### src/inc/sat_consts.vh
// Constants for the serial audio transmit clock and frame generator.
// Assumes a single 125 MHz clock and an AXI4-Lite master with 32-bit data.
`ifndef SAT_CONSTS_VH
`define SAT_CONSTS_VH
`define SAT_ADDR_CTRL    8'h00
`define SAT_ADDR_CLKMODE 8'h04
`define SAT_ADDR_FRMMODE 8'h08
`define SAT_ADDR_DIV     8'h0c
`define SAT_ADDR_LEFT    8'h10
`define SAT_ADDR_RIGHT   8'h14
`define SAT_ADDR_STATUS  8'h18
// Clock mode fields.
`define SAT_CM_SRC_LSB   0
`define SAT_CM_CKO       2
`define SAT_CM_CKI       5
`define SAT_CM_GATE_LSB  6
`define SAT_CM_START_LSB 8
`define SAT_CM_DLY_LSB   16
`define SAT_CM_PER_LSB   24
// Frame mode fields.
`define SAT_FM_LEN_LSB   0
`define SAT_FM_DEF       5
`define SAT_FM_NB_LSB    8
`define SAT_FM_FSL_LSB   16
`define SAT_FM_FSEXT_LSB 28
`define SAT_FM_SDEN      23
`define SAT_FM_SEDGE     24
// Reset values: 16-bit stereo frame, one cycle start delay.
`define SAT_CLKMODE_RST  32'h0f010704
`define SAT_FRMMODE_RST  32'h000f010f
`define SAT_DIV_RST      12'h031
`define SAT_START_EDGE   3'h7
`define SAT_RESP_OKAY    2'h0
`define SAT_RESP_SLVERR  2'h2
`endif

### src/core/sat_tx.v
// Serial audio transmitter: bit clock, frame sync and data shifting.
// Assumes one clock clk_i with synchronous active high reset_i; registers over AXI4-Lite.
//
// The register addresses and register access over AXI4-Lite were chosen for this implementation.
`include "sat_consts.vh"
module sat_tx #(
	parameter DIV_W = 12
) (
	input  wire        clk_i,
	input  wire        reset_i,
	input  wire [7:0]  s_axi_awaddr_i,
	input  wire        s_axi_awvalid_i,
	output reg         s_axi_awready_o,
	input  wire [31:0] s_axi_wdata_i,
	input  wire [3:0]  s_axi_wstrb_i,
	input  wire        s_axi_wvalid_i,
	output reg         s_axi_wready_o,
	output reg  [1:0]  s_axi_bresp_o,
	output reg         s_axi_bvalid_o,
	input  wire        s_axi_bready_i,
	input  wire [7:0]  s_axi_araddr_i,
	input  wire        s_axi_arvalid_i,
	output reg         s_axi_arready_o,
	output reg  [31:0] s_axi_rdata_o,
	output reg  [1:0]  s_axi_rresp_o,
	output reg         s_axi_rvalid_o,
	input  wire        s_axi_rready_i,
	output reg         tx_bit_clock_o,
	output reg         tx_sync_o,
	output reg         tx_data_o,
	output reg         word_request_o
);
	// ==========================================================
	// Registers
	reg [31:0]      ctrl;
	reg [31:0]      tx_clock_mode_setting;
	reg [31:0]      tx_frame_mode_setting;
	reg [DIV_W-1:0] divider;
	reg [31:0]      left_word;
	reg [31:0]      right_word;
	reg             underrun;
	reg [7:0]       aw_addr;
	reg [31:0]      w_data;
	reg [3:0]       w_strb;
	reg             aw_held;
	reg             w_held;
	reg             running;
	reg             clk_en;
	reg [DIV_W:0]   div_cnt;
	reg             bclk;
	reg [7:0]       half_cnt;
	reg [7:0]       dly_cnt;
	reg             waiting;
	reg             shifting;
	reg [4:0]       bit_cnt;
	reg [3:0]       word_cnt;
	reg [31:0]      shreg;
	reg             sync_q;
	reg             loaded;
	wire [1:0]  tx_clock_source_select = tx_clock_mode_setting[`SAT_CM_SRC_LSB +: 2];
	wire        clk_out_mode  = tx_clock_mode_setting[`SAT_CM_CKO];
	wire        clk_invert    = tx_clock_mode_setting[`SAT_CM_CKI];
	wire [1:0]  tx_clock_gating = tx_clock_mode_setting[`SAT_CM_GATE_LSB +: 2];
	wire [2:0]  start_select  = tx_clock_mode_setting[`SAT_CM_START_LSB +: 3];
	wire [7:0]  tx_start_delay = tx_clock_mode_setting[`SAT_CM_DLY_LSB +: 8];
	wire [7:0]  period_field  = tx_clock_mode_setting[`SAT_CM_PER_LSB +: 8];
	wire [4:0]  word_length_field = tx_frame_mode_setting[`SAT_FM_LEN_LSB +: 5];
	wire        idle_data_value = tx_frame_mode_setting[`SAT_FM_DEF];
	wire [3:0]  words_per_frame_field = tx_frame_mode_setting[`SAT_FM_NB_LSB +: 4];
	wire [3:0]  sync_pulse_length = tx_frame_mode_setting[`SAT_FM_FSL_LSB +: 4];
	wire [3:0]  sync_length_extension = tx_frame_mode_setting[`SAT_FM_FSEXT_LSB +: 4];
	wire        sync_data_enable = tx_frame_mode_setting[`SAT_FM_SDEN];
	wire        sync_edge_select = tx_frame_mode_setting[`SAT_FM_SEDGE];
	wire        enable        = ctrl[0];
	// ==========================================================
	// AXI4-Lite slave
	wire        do_write = aw_held && w_held && !s_axi_bvalid_o;
	wire        aw_ok = (aw_addr[1:0] == 2'h0) && (aw_addr <= `SAT_ADDR_RIGHT);
	function [31:0] merge;
		input [31:0] old;
		input [31:0] nw;
		input [3:0]  st;
		integer k;
		begin
			for (k = 0; k < 4; k = k + 1) begin
				merge[k*8 +: 8] = st[k] ? nw[k*8 +: 8] : old[k*8 +: 8];
			end
		end
	endfunction
	wire [31:0] div_merged = merge({{(32-DIV_W){1'b0}}, divider}, w_data, w_strb);
	always @(posedge clk_i) begin
		if (reset_i) begin
			aw_held <= 1'b0;
			w_held <= 1'b0;
			aw_addr <= 8'h00;
			w_data <= 32'h00000000;
			w_strb <= 4'h0;
			s_axi_awready_o <= 1'b1;
			s_axi_wready_o <= 1'b1;
			s_axi_bvalid_o <= 1'b0;
			s_axi_bresp_o <= `SAT_RESP_OKAY;
			ctrl <= 32'h00000000;
			tx_clock_mode_setting <= `SAT_CLKMODE_RST;
			tx_frame_mode_setting <= `SAT_FRMMODE_RST;
			divider <= `SAT_DIV_RST;
			left_word <= 32'h00000000;
			right_word <= 32'h00000000;
		end else begin
			if (s_axi_awvalid_i && s_axi_awready_o) begin
				aw_addr <= s_axi_awaddr_i;
				aw_held <= 1'b1;
				s_axi_awready_o <= 1'b0;
			end
			if (s_axi_wvalid_i && s_axi_wready_o) begin
				w_data <= s_axi_wdata_i;
				w_strb <= s_axi_wstrb_i;
				w_held <= 1'b1;
				s_axi_wready_o <= 1'b0;
			end
			if (do_write) begin
				s_axi_bvalid_o <= 1'b1;
				s_axi_bresp_o <= aw_ok ? `SAT_RESP_OKAY : `SAT_RESP_SLVERR;
				case (aw_addr)
					`SAT_ADDR_CTRL:    ctrl <= merge(ctrl, w_data, w_strb);
					`SAT_ADDR_CLKMODE: tx_clock_mode_setting <= merge(tx_clock_mode_setting, w_data, w_strb);
					`SAT_ADDR_FRMMODE: tx_frame_mode_setting <= merge(tx_frame_mode_setting, w_data, w_strb);
					`SAT_ADDR_DIV:     divider <= div_merged[DIV_W-1:0];
					`SAT_ADDR_LEFT:    left_word <= merge(left_word, w_data, w_strb);
					`SAT_ADDR_RIGHT:   right_word <= merge(right_word, w_data, w_strb);
					default: ;
				endcase
			end
			if (s_axi_bvalid_o && s_axi_bready_i) begin
				s_axi_bvalid_o <= 1'b0;
				aw_held <= 1'b0;
				w_held <= 1'b0;
				s_axi_awready_o <= 1'b1;
				s_axi_wready_o <= 1'b1;
			end
		end
	end
	always @(posedge clk_i) begin
		if (reset_i) begin
			s_axi_arready_o <= 1'b1;
			s_axi_rvalid_o <= 1'b0;
			s_axi_rdata_o <= 32'h00000000;
			s_axi_rresp_o <= `SAT_RESP_OKAY;
		end else if (s_axi_arvalid_i && s_axi_arready_o) begin
			s_axi_arready_o <= 1'b0;
			s_axi_rvalid_o <= 1'b1;
			s_axi_rresp_o <= `SAT_RESP_OKAY;
			case (s_axi_araddr_i)
				`SAT_ADDR_CTRL:    s_axi_rdata_o <= ctrl;
				`SAT_ADDR_CLKMODE: s_axi_rdata_o <= tx_clock_mode_setting;
				`SAT_ADDR_FRMMODE: s_axi_rdata_o <= tx_frame_mode_setting;
				`SAT_ADDR_DIV:     s_axi_rdata_o <= {{(32-DIV_W){1'b0}}, divider};
				`SAT_ADDR_LEFT:    s_axi_rdata_o <= left_word;
				`SAT_ADDR_RIGHT:   s_axi_rdata_o <= right_word;
				`SAT_ADDR_STATUS:  s_axi_rdata_o <= {29'h0, underrun, shifting, running};
				default: begin
					s_axi_rdata_o <= 32'h00000000;
					s_axi_rresp_o <= `SAT_RESP_SLVERR;
				end
			endcase
		end else if (s_axi_rvalid_o && s_axi_rready_i) begin
			s_axi_rvalid_o <= 1'b0;
			s_axi_arready_o <= 1'b1;
		end
	end
	// ==========================================================
	// Bit clock divider
	// Half period of the bit clock is 2 * divider peripheral clocks.
	wire [DIV_W:0] half_div = {divider, 1'b0};
	wire           div_ok = (divider != {DIV_W{1'b0}});
	always @(posedge clk_i) begin
		if (reset_i) begin
			running <= 1'b0;
			div_cnt <= {(DIV_W+1){1'b0}};
			clk_en <= 1'b0;
			bclk <= 1'b0;
		end else begin
			running <= enable && div_ok && (tx_clock_source_select == 2'h0);
			clk_en <= 1'b0;
			if (!running) begin
				div_cnt <= {(DIV_W+1){1'b0}};
				bclk <= 1'b0;
			end else if (div_cnt == half_div - 1'b1) begin
				div_cnt <= {(DIV_W+1){1'b0}};
				bclk <= ~bclk;
				clk_en <= 1'b1;
			end else begin
				div_cnt <= div_cnt + 1'b1;
			end
		end
	end
	// A falling bit clock edge is the shift edge unless inverted.
	wire shift_edge = clk_en && (bclk == clk_invert);
	// ==========================================================
	// Frame sync, start delay and shifter
	wire [7:0] sync_len = {sync_length_extension, sync_pulse_length} + 8'h01;
	wire       next_sync = (half_cnt < sync_len) ^ sync_edge_select;
	wire       start_hit = (start_select == `SAT_START_EDGE) && (next_sync != sync_q)
		&& (next_sync == !sync_edge_select);
	// The frame is two periods long; the period field is taken modulo 128.
	wire [7:0]  frame_last = {period_field[6:0], 1'b1};
	wire [31:0] left_aligned = left_word << (5'd31 - word_length_field);
	wire [31:0] right_aligned = right_word << (5'd31 - word_length_field);
	// The first bit leaves at the shift edge that ends the start delay.
	wire        begin_now = start_hit ? (tx_start_delay == 8'h00)
		: (waiting && (dly_cnt == 8'h01));
	wire        active = begin_now || shifting;
	wire [31:0] cur_bits_word = begin_now ? left_aligned : shreg;
	wire [4:0]  cur_bits = begin_now ? word_length_field : bit_cnt;
	wire [3:0]  cur_index = begin_now ? 4'h0 : word_cnt;
	always @(posedge clk_i) begin
		if (reset_i) begin
			half_cnt <= 8'h00;
			sync_q <= 1'b0;
			dly_cnt <= 8'h00;
			waiting <= 1'b0;
			shifting <= 1'b0;
			bit_cnt <= 5'h00;
			word_cnt <= 4'h0;
			shreg <= 32'h00000000;
			loaded <= 1'b0;
			underrun <= 1'b0;
			word_request_o <= 1'b0;
			tx_bit_clock_o <= 1'b0;
			tx_sync_o <= 1'b0;
			tx_data_o <= 1'b0;
		end else begin
			word_request_o <= 1'b0;
			tx_bit_clock_o <= bclk && (clk_out_mode || shifting) && (tx_clock_gating == 2'h0);
			if (!running) begin
				half_cnt <= 8'h00;
				sync_q <= sync_edge_select;
				waiting <= 1'b0;
				shifting <= 1'b0;
				tx_sync_o <= sync_edge_select;
				tx_data_o <= idle_data_value;
			end else if (shift_edge) begin
				half_cnt <= (half_cnt == frame_last) ? 8'h00 : half_cnt + 8'h01;
				sync_q <= next_sync;
				tx_sync_o <= next_sync;
				if (start_hit && (tx_start_delay != 8'h00)) begin
					waiting <= 1'b1;
					dly_cnt <= tx_start_delay;
				end else if (waiting) begin
					dly_cnt <= dly_cnt - 8'h01;
					if (dly_cnt == 8'h01) begin
						waiting <= 1'b0;
					end
				end
				if (active) begin
					shifting <= 1'b1;
					tx_data_o <= cur_bits_word[31];
					shreg <= {cur_bits_word[30:0], 1'b0};
					bit_cnt <= cur_bits - 5'h01;
					word_cnt <= cur_index;
					if (cur_bits == 5'h00) begin
						bit_cnt <= word_length_field;
						if (cur_index == words_per_frame_field) begin
							shifting <= 1'b0;
							word_request_o <= 1'b1;
							underrun <= !loaded;
							loaded <= 1'b0;
						end else begin
							word_cnt <= cur_index + 4'h1;
							shreg <= cur_index[0] ? left_aligned : right_aligned;
						end
					end
				end else begin
					tx_data_o <= idle_data_value;
				end
			end
			if (do_write && (aw_addr == `SAT_ADDR_RIGHT)) begin
				loaded <= 1'b1;
			end
		end
	end
endmodule

### config.mk
export PLATFORM = sky130hd
export DESIGN_NAME = sat_tx
export DESIGN_NICKNAME = d
export VERILOG_FILES = /design/src/core/sat_tx.v
export VERILOG_INCLUDE_DIRS = /design/src /design/src/inc
export SDC_FILE = /design/constraint.sdc
export NUM_CORES = 1
export LEC_CHECK = 0
export BUFFER_PORTS_ARGS = -buffer_cell sky130_fd_sc_hd__buf_2
export CAP_MARGIN = 0
export CORE_UTILIZATION = 50
export DETAILED_ROUTE_END_ITERATION = 10
export PLACE_DENSITY = 0.73
export SLEW_MARGIN = 25
export SYNTH_ARGS = -nofsm -noshare
export SYNTH_HDL_FRONTEND = slang
export SYNTH_SLANG_ARGS = --single-unit
### constraint.sdc
create_clock -name clk_i -period 5.19 [get_ports clk_i]
set_input_delay 0.2595 -clock clk_i [delete_from_list [all_inputs] [get_ports clk_i]]
set_output_delay 0.2595 -clock clk_i [all_outputs]
set_load 0.005 [all_outputs]
==> results.cfg, run 1 <==
[worst_setup_path]
ff2ff_setup_slack_ns = 0.45
crit_path_max_incr_delay_ns = 0.45
critical_path_class = reg2reg
required_ns = 5.64
cpMostUsedCell = ha_1
end_kind = flop
arrival_ns = 5.19
crit_path_top_delay_cell = a2111oi_4
start_kind = flop
crit_chain = ha_1 -> and3_1 -> nand3_1 -> xor2_1 -> ha_1 -> nand2_1 -> a2111oi_4 -> or3_1 -> o21a_1 -> nor2_1 -> a21oi_1 -> ha_1 -> nand3_1 -> nor2_1 -> mux2_4 -> nand2_2 -> or3_1 -> a311oi_1
critPathMaxFanout = 17

[route]
top_layer_used = met4
drt-total-wl_um = 60000
wl_met2_um = 26600
ant_nets = 0
vias = 17611
wl_met3_um = 5880
remaining_drc_errors = 1
first_pass_iters = 9
avgRoutedWirePerCell_um = 22.1
wl_met1_um = 25500
drt_iter0_drc = 2232
via_per_inst = 6.47

[placed_design]
hpwl_um = 41800
portBuffers = 101
place.gp.congestion = 1.01
dp_slack_ns = 0.277

[synthesis]
synth_area_leaders = dfxtp_1, mux2i_1, mux4_2
postSynthCellCount = 2171
synth_area_per_cell_um2 = 8.52
ys_seq_elements = 338
ys_types = 82
yosysTopAreaCellShare = 0.366
synth_top_cells_by_count = dfxtp_1, nor2_1, nand2_1, a21oi_1, mux2i_1
synth_top_area_cell = dfxtp_1
synth_edf_count = 0
ys_async_sr_fraction = 0
synth_most_common_cell = dfxtp_1
ys.flop_type = dfxtp_1
ys_seq_area_frac = 0.366
yosys_warnings = 0
syn_area_um2 = 18500

[floorplan]
fp.coreArea_um2 = 36500
io_pins = 104
std_cell_rows = 70
die_h_um = 194
die_w_um = 194
die-area_um2 = 37800
start_util = 0.506

[pwr]
ir_drop_uv = 268
power_density_nw_per_um2 = 260
p_leak_nw = 7.66

[finish]
area_delta_synth_final_pct = 12.8
layout-drive-gt1-share = 0.141
n_antenna_cell = 0
nets = 2301

[sta]
maxSlewViolCount = 0
setup_viol = 0
min_period_over_period = 0.914
timing.setup.tns_ns = 0
slew_headroom = 0.212
hold_viol_final = 0
fin_crit_ns = 4.74
skew_ns = 0.0217
rsz0062_at_grt = no
worstMarginPinSlew_ns = 1.17
max_freq_ghz = 0.211
layout_setup_ws_ns = 0.447

[global_route]
grt_pass1_wl_um = 93600
antenna_found_initial = 0
grt_max_degree = 84
grt.overflow.total = 0
grt_pass1_vias = 16436
track_usage = 0.310

[clock_network]
cts_buffer_depth = 3
cts_setup_buffers = 0
cts_tree = built
numCtsBuffers = 37
cts_sinks = 338
root_buffer = clkbuf_16
clock_latency_ns = 0.55
cts_max_level = 2
path_clk_slew_ns = 0.06

[outcome]
violations = design-rule violations
status = finished, violations left

[hold_path]
holdCritPathClass = in2reg

[job]
maxCapViolations = 0
## stage by stage
stage                     hold slack [ns]   util  cell area, µm²  total power [mW]  instances
after floorplan                     0.360      -           18500              2.81       2172
after global placement              0.442  0.527           19200              2.88       2609
after detailed placement            0.448  0.527           19200              2.89       2609
after CTS                          0.0155  0.571           20900              5.42       2720
after global routing               0.0774  0.571           20900              5.55       2720
final                              0.0229  0.571           20900              5.42       2720
## area by class of cell
type,instances,area [µm²]
well taps,468,586
clock inverters,9,70.1
repair buffers,185,1260
fillers,3164,15700
inverters,30,113
multi-input cells,1634,11000
clock buffers,56,1090
flip-flops and latches,338,6780
## repair_timing
item / 4_1_cts / 5_1_grt
setup endpoints to repair: 0 / 8
endpoints found under the hold margin: 47 / 0
gates resized for setup: 0 / 2
hold buffers: 46 / 0
## layer usage
metal / vias to the layer above / track usage
met4: 0 / 0.103
met2: 938 / 0.482
met1: 8481 / 0.432
met3: 140 / 0.0599
met5: - / 0
li1: 8052 / -
## cell usage in the layout (no fill, tap or decap), drive strengths merged, types with 32 or more instances in the layout
master and n:
o211ai 35, dlygate4sd3 46, a22oi 64, mux2i 168, clkbuf 57, a21oi 182, buf 138, mux4 61
nand3 104, nor2 306, nand2 275, inv 32, o21ai 48, dfxtp 338
## logic make-up after synthesis
group                    count (synthesis)  share of synthesized area
AND/OR/NAND/NOR                        803                      0.189
AO/OA/AOI/OAI                          509                      0.186
flip-flops                             338                      0.366
multiplexers                           257                      0.183
buffers and inverters                  200                     0.0432
XOR/XNOR                                47                     0.0223
adder cells (fa/ha/maj)                 16                     0.0108
other                                    1                   0.000203
## where the power goes
part	total [mW]	internal, mW	switching (mW)
Clock	2.55	1.45	1.10
Combinational	0.196	0.0744	0.121
Sequential	2.67	2.62	0.0517
Total	5.42	4.15	1.27
## worst max-delay path: cells and delay by family (launching register included)
kind	cells	cell delay (ns)
simple gates	9	1.84
xor+xnor	1	0.17
fa+ha+maj	3	0.76
compound gates	4	1.18
mux	1	0.28
flops	1	0.44
## final timing paths
check,start,end,cells after the start
setup reg to reg,tx_frame_mode_setting[16],shreg[4],18
hold reg to reg,aw_addr[7],aw_addr[7],2
setup / recovery,tx_frame_mode_setting[16],shreg[4],18
hold / removal,s_axi_bready_i,s_axi_wready_o,3
## state kept, by name, summed over array words and instances, names as in the netlist, 5 cells and up
name,flops
ctrl,32
left_word,32
right_word,32
s_axi_rdata_o,32
shreg,32
tx_clock_mode_setting,32
tx_frame_mode_setting,32
w_data,32
div_cnt,13
divider,12
aw_addr,8
dly_cnt,8
half_cnt,8
bit_cnt,5
No activity file was read; power rests on OpenSTA's default activity.
==> run 2, diff against run 1 <==
--- a/config.mk
+++ b/config.mk
@@ -10,6 +10,7 @@
 export CAP_MARGIN = 0
 export CORE_UTILIZATION = 50
 export DETAILED_ROUTE_END_ITERATION = 10
+export MAX_ROUTING_LAYER = met4
 export PLACE_DENSITY = 0.73
 export SLEW_MARGIN = 25
 export SYNTH_ARGS = -nofsm -noshare
==> results.cfg, run 2 (synthesis results as in run 1) <==
[clock_network]
numCtsBuffers = 37
clock_latency_ns = 0.55
cts_buffer_depth = 3
cts_sinks = 338
path_clk_slew_ns = 0.06
cts_max_level = 2
root_buffer = clkbuf_16
cts_tree = built

[finish]
fillers = 3160
register_area_um2 = 6780
final_common_cell = dfxtp_1
area_delta_synth_final_pct = 13.4
mostFrequentLayoutCells = dfxtp_1, nor2_1, nand2_1
layout-drive-gt1-share = 0.146
nets = 2307
fin_cells = 2726
multiInputGateArea_um2 = 11000

[floorplan]
io_pins = 104
die-area_um2 = 37800
die_w_um = 194
start_util = 0.506
die_h_um = 194
fp.coreArea_um2 = 36500
std_cell_rows = 70

[route]
remaining_drc_errors = 1
vias = 17621
first_pass_iters = 9
drt_iter0_drc = 2114
avgRoutedWirePerCell_um = 22.1
drt-total-wl_um = 60400
via_per_inst = 6.46
ant_nets = 0

[worst_setup_path]
crit_family = simple AND/OR/NAND/NOR gates
required_ns = 5.64
cp_num_buf_inv = 2
crit_chain = ha_1 -> and3_1 -> nand3_1 -> xor2_1 -> ha_1 -> nand2_1 -> a2111oi_4 -> or3_1 -> o21a_1 -> mux2i_1 -> ha_1 -> nand3_1 -> nor2_1 -> mux2_4 -> and2_1 -> buf_4 -> buf_4 -> o2111ai_1 -> a311oi_1
critical_path_class = reg2reg
r2r-end = shreg[7]
arrival_ns = 5.35
cp.depth = 19
r2r_start = tx_frame_mode_setting[16]
r2r_cells = 19
ff2ff_setup_slack_ns = 0.28
critPathMaxFanout = 12
end_kind = flop
crit_start = tx_frame_mode_setting[16]
endpoint = shreg[7]
start_kind = flop
crit_path_max_incr_delay_ns = 0.45
cpMostUsedCell = ha_1
crit_path_top_delay_cell = dfxtp_1

[pwr]
power_density_nw_per_um2 = 262
p_leak_nw = 7.72
ir_drop_uv = 290

[global_route]
antenna_found_initial = 2
grt_max_degree = 97
grt_pass1_wl_um = 94500
track_usage = 0.324
grt.overflow.total = 0
grt_pass1_vias = 16535

[sta]
fin_crit_ns = 4.91
hold_viol_final = 0
skew_ns = 0.0156
slew_headroom = 0.304
maxSlewViolCount = 0
rsz0062_at_grt = no
max_freq_ghz = 0.204
min_period_over_period = 0.946
setup_viol = 0
worstMarginPinSlew_ns = 1.04
timing.setup.tns_ns = 0

[placed_design]
portBuffers = 101
place.gp.congestion = 1.02
hpwl_um = 41900
dp_cells = 2614

[outcome]
violations = design-rule violations
status = finished, violations left

[hold_path]
holdCritPathClass = in2reg

[job]
maxCapViolations = 0
[run 2: changes by cell type in the layout (fill, tap and decap cells not counted), sizes merged]
cell | previous run | this run
diode | 0 | 2
buf | 138 | 145
clkinv | 6 | 5
dlygate4sd3 | 46 | 45
bufinv | 0 | 1
clkbuf | 57 | 55
[run 2: worst min path at each step]
stage | end | cells past startpoint | from
2_1_floorplan | s_axi_wready_o | 1 | s_axi_wvalid_i
3_3_place_gp | shreg[0] | 2 | shreg[0]
3_5_place_dp | aw_addr[5] | 2 | aw_addr[5]
4_1_cts | w_data[3] | 3 | s_axi_wdata_i[3]
5_1_grt | w_data[3] | 3 | s_axi_wdata_i[3]
6_report | w_data[3] | 3 | s_axi_wdata_i[3]
[run 2: cell type report]
| class | instances | area share |
|---|---|---|
| clock buffers | 54 | 0.0529 |
| flip-flops and latches | 338 | 0.323 |
| well taps | 468 | 0.0279 |
| clock inverters | 9 | 0.00453 |
| inverters | 30 | 0.00537 |
| multi-input cells | 1634 | 0.524 |
| diodes | 2 | 0.000239 |
| repair buffers | 191 | 0.0621 |
[run 2: where the power goes]
part | total (mW) | internal, mW | switching [mW]
sequential | 2.67 | 2.62 | 0.0521
combinational | 0.195 | 0.0740 | 0.121
clock | 2.62 | 1.54 | 1.08
total | 5.49 | 4.23 | 1.26
[run 2: per-stage QoR]
stage / power [mW] / hold WS, ns / instance area [µm²] / setup slack (ns) / util
6_report: 5.49 / 0.0265 / 21000 / 0.282 / 0.574
2_1_floorplan: 2.81 / 0.360 / 18500 / 0.319 / -
3_3_place_gp: 2.88 / 0.440 / 19300 / 0.523 / 0.528
5_1_grt: 5.65 / 0.0288 / 21000 / 0.0327 / 0.574
4_1_cts: 5.50 / 0.0179 / 20900 / 0.202 / 0.573
3_5_place_dp: 2.89 / 0.449 / 19300 / 0.206 / 0.528
[run 2: tightest hold or removal path, stage by stage]
cell and delay [ns]:
buf_2 0.10, nand2_1 0.07, a21oi_1 0.08
[run 2: metal layers]
layer  vias to the layer above  part of all wire  GRT usage
met5                         -                 0          -
met2                       978              0.44      0.480
met4                         0             0.030      0.113
li1                       8038                 -          -
met3                       123              0.11     0.0607
met1                      8482              0.42      0.442
[run 2: what timing repair did]
item                                    4_1_cts  5_1_grt
endpoints found under the setup margin        0        9
setup buffers                                 0        2
hold buffers                                 45        0
resized for setup                             0        2
hold endpoints to repair                     46        0
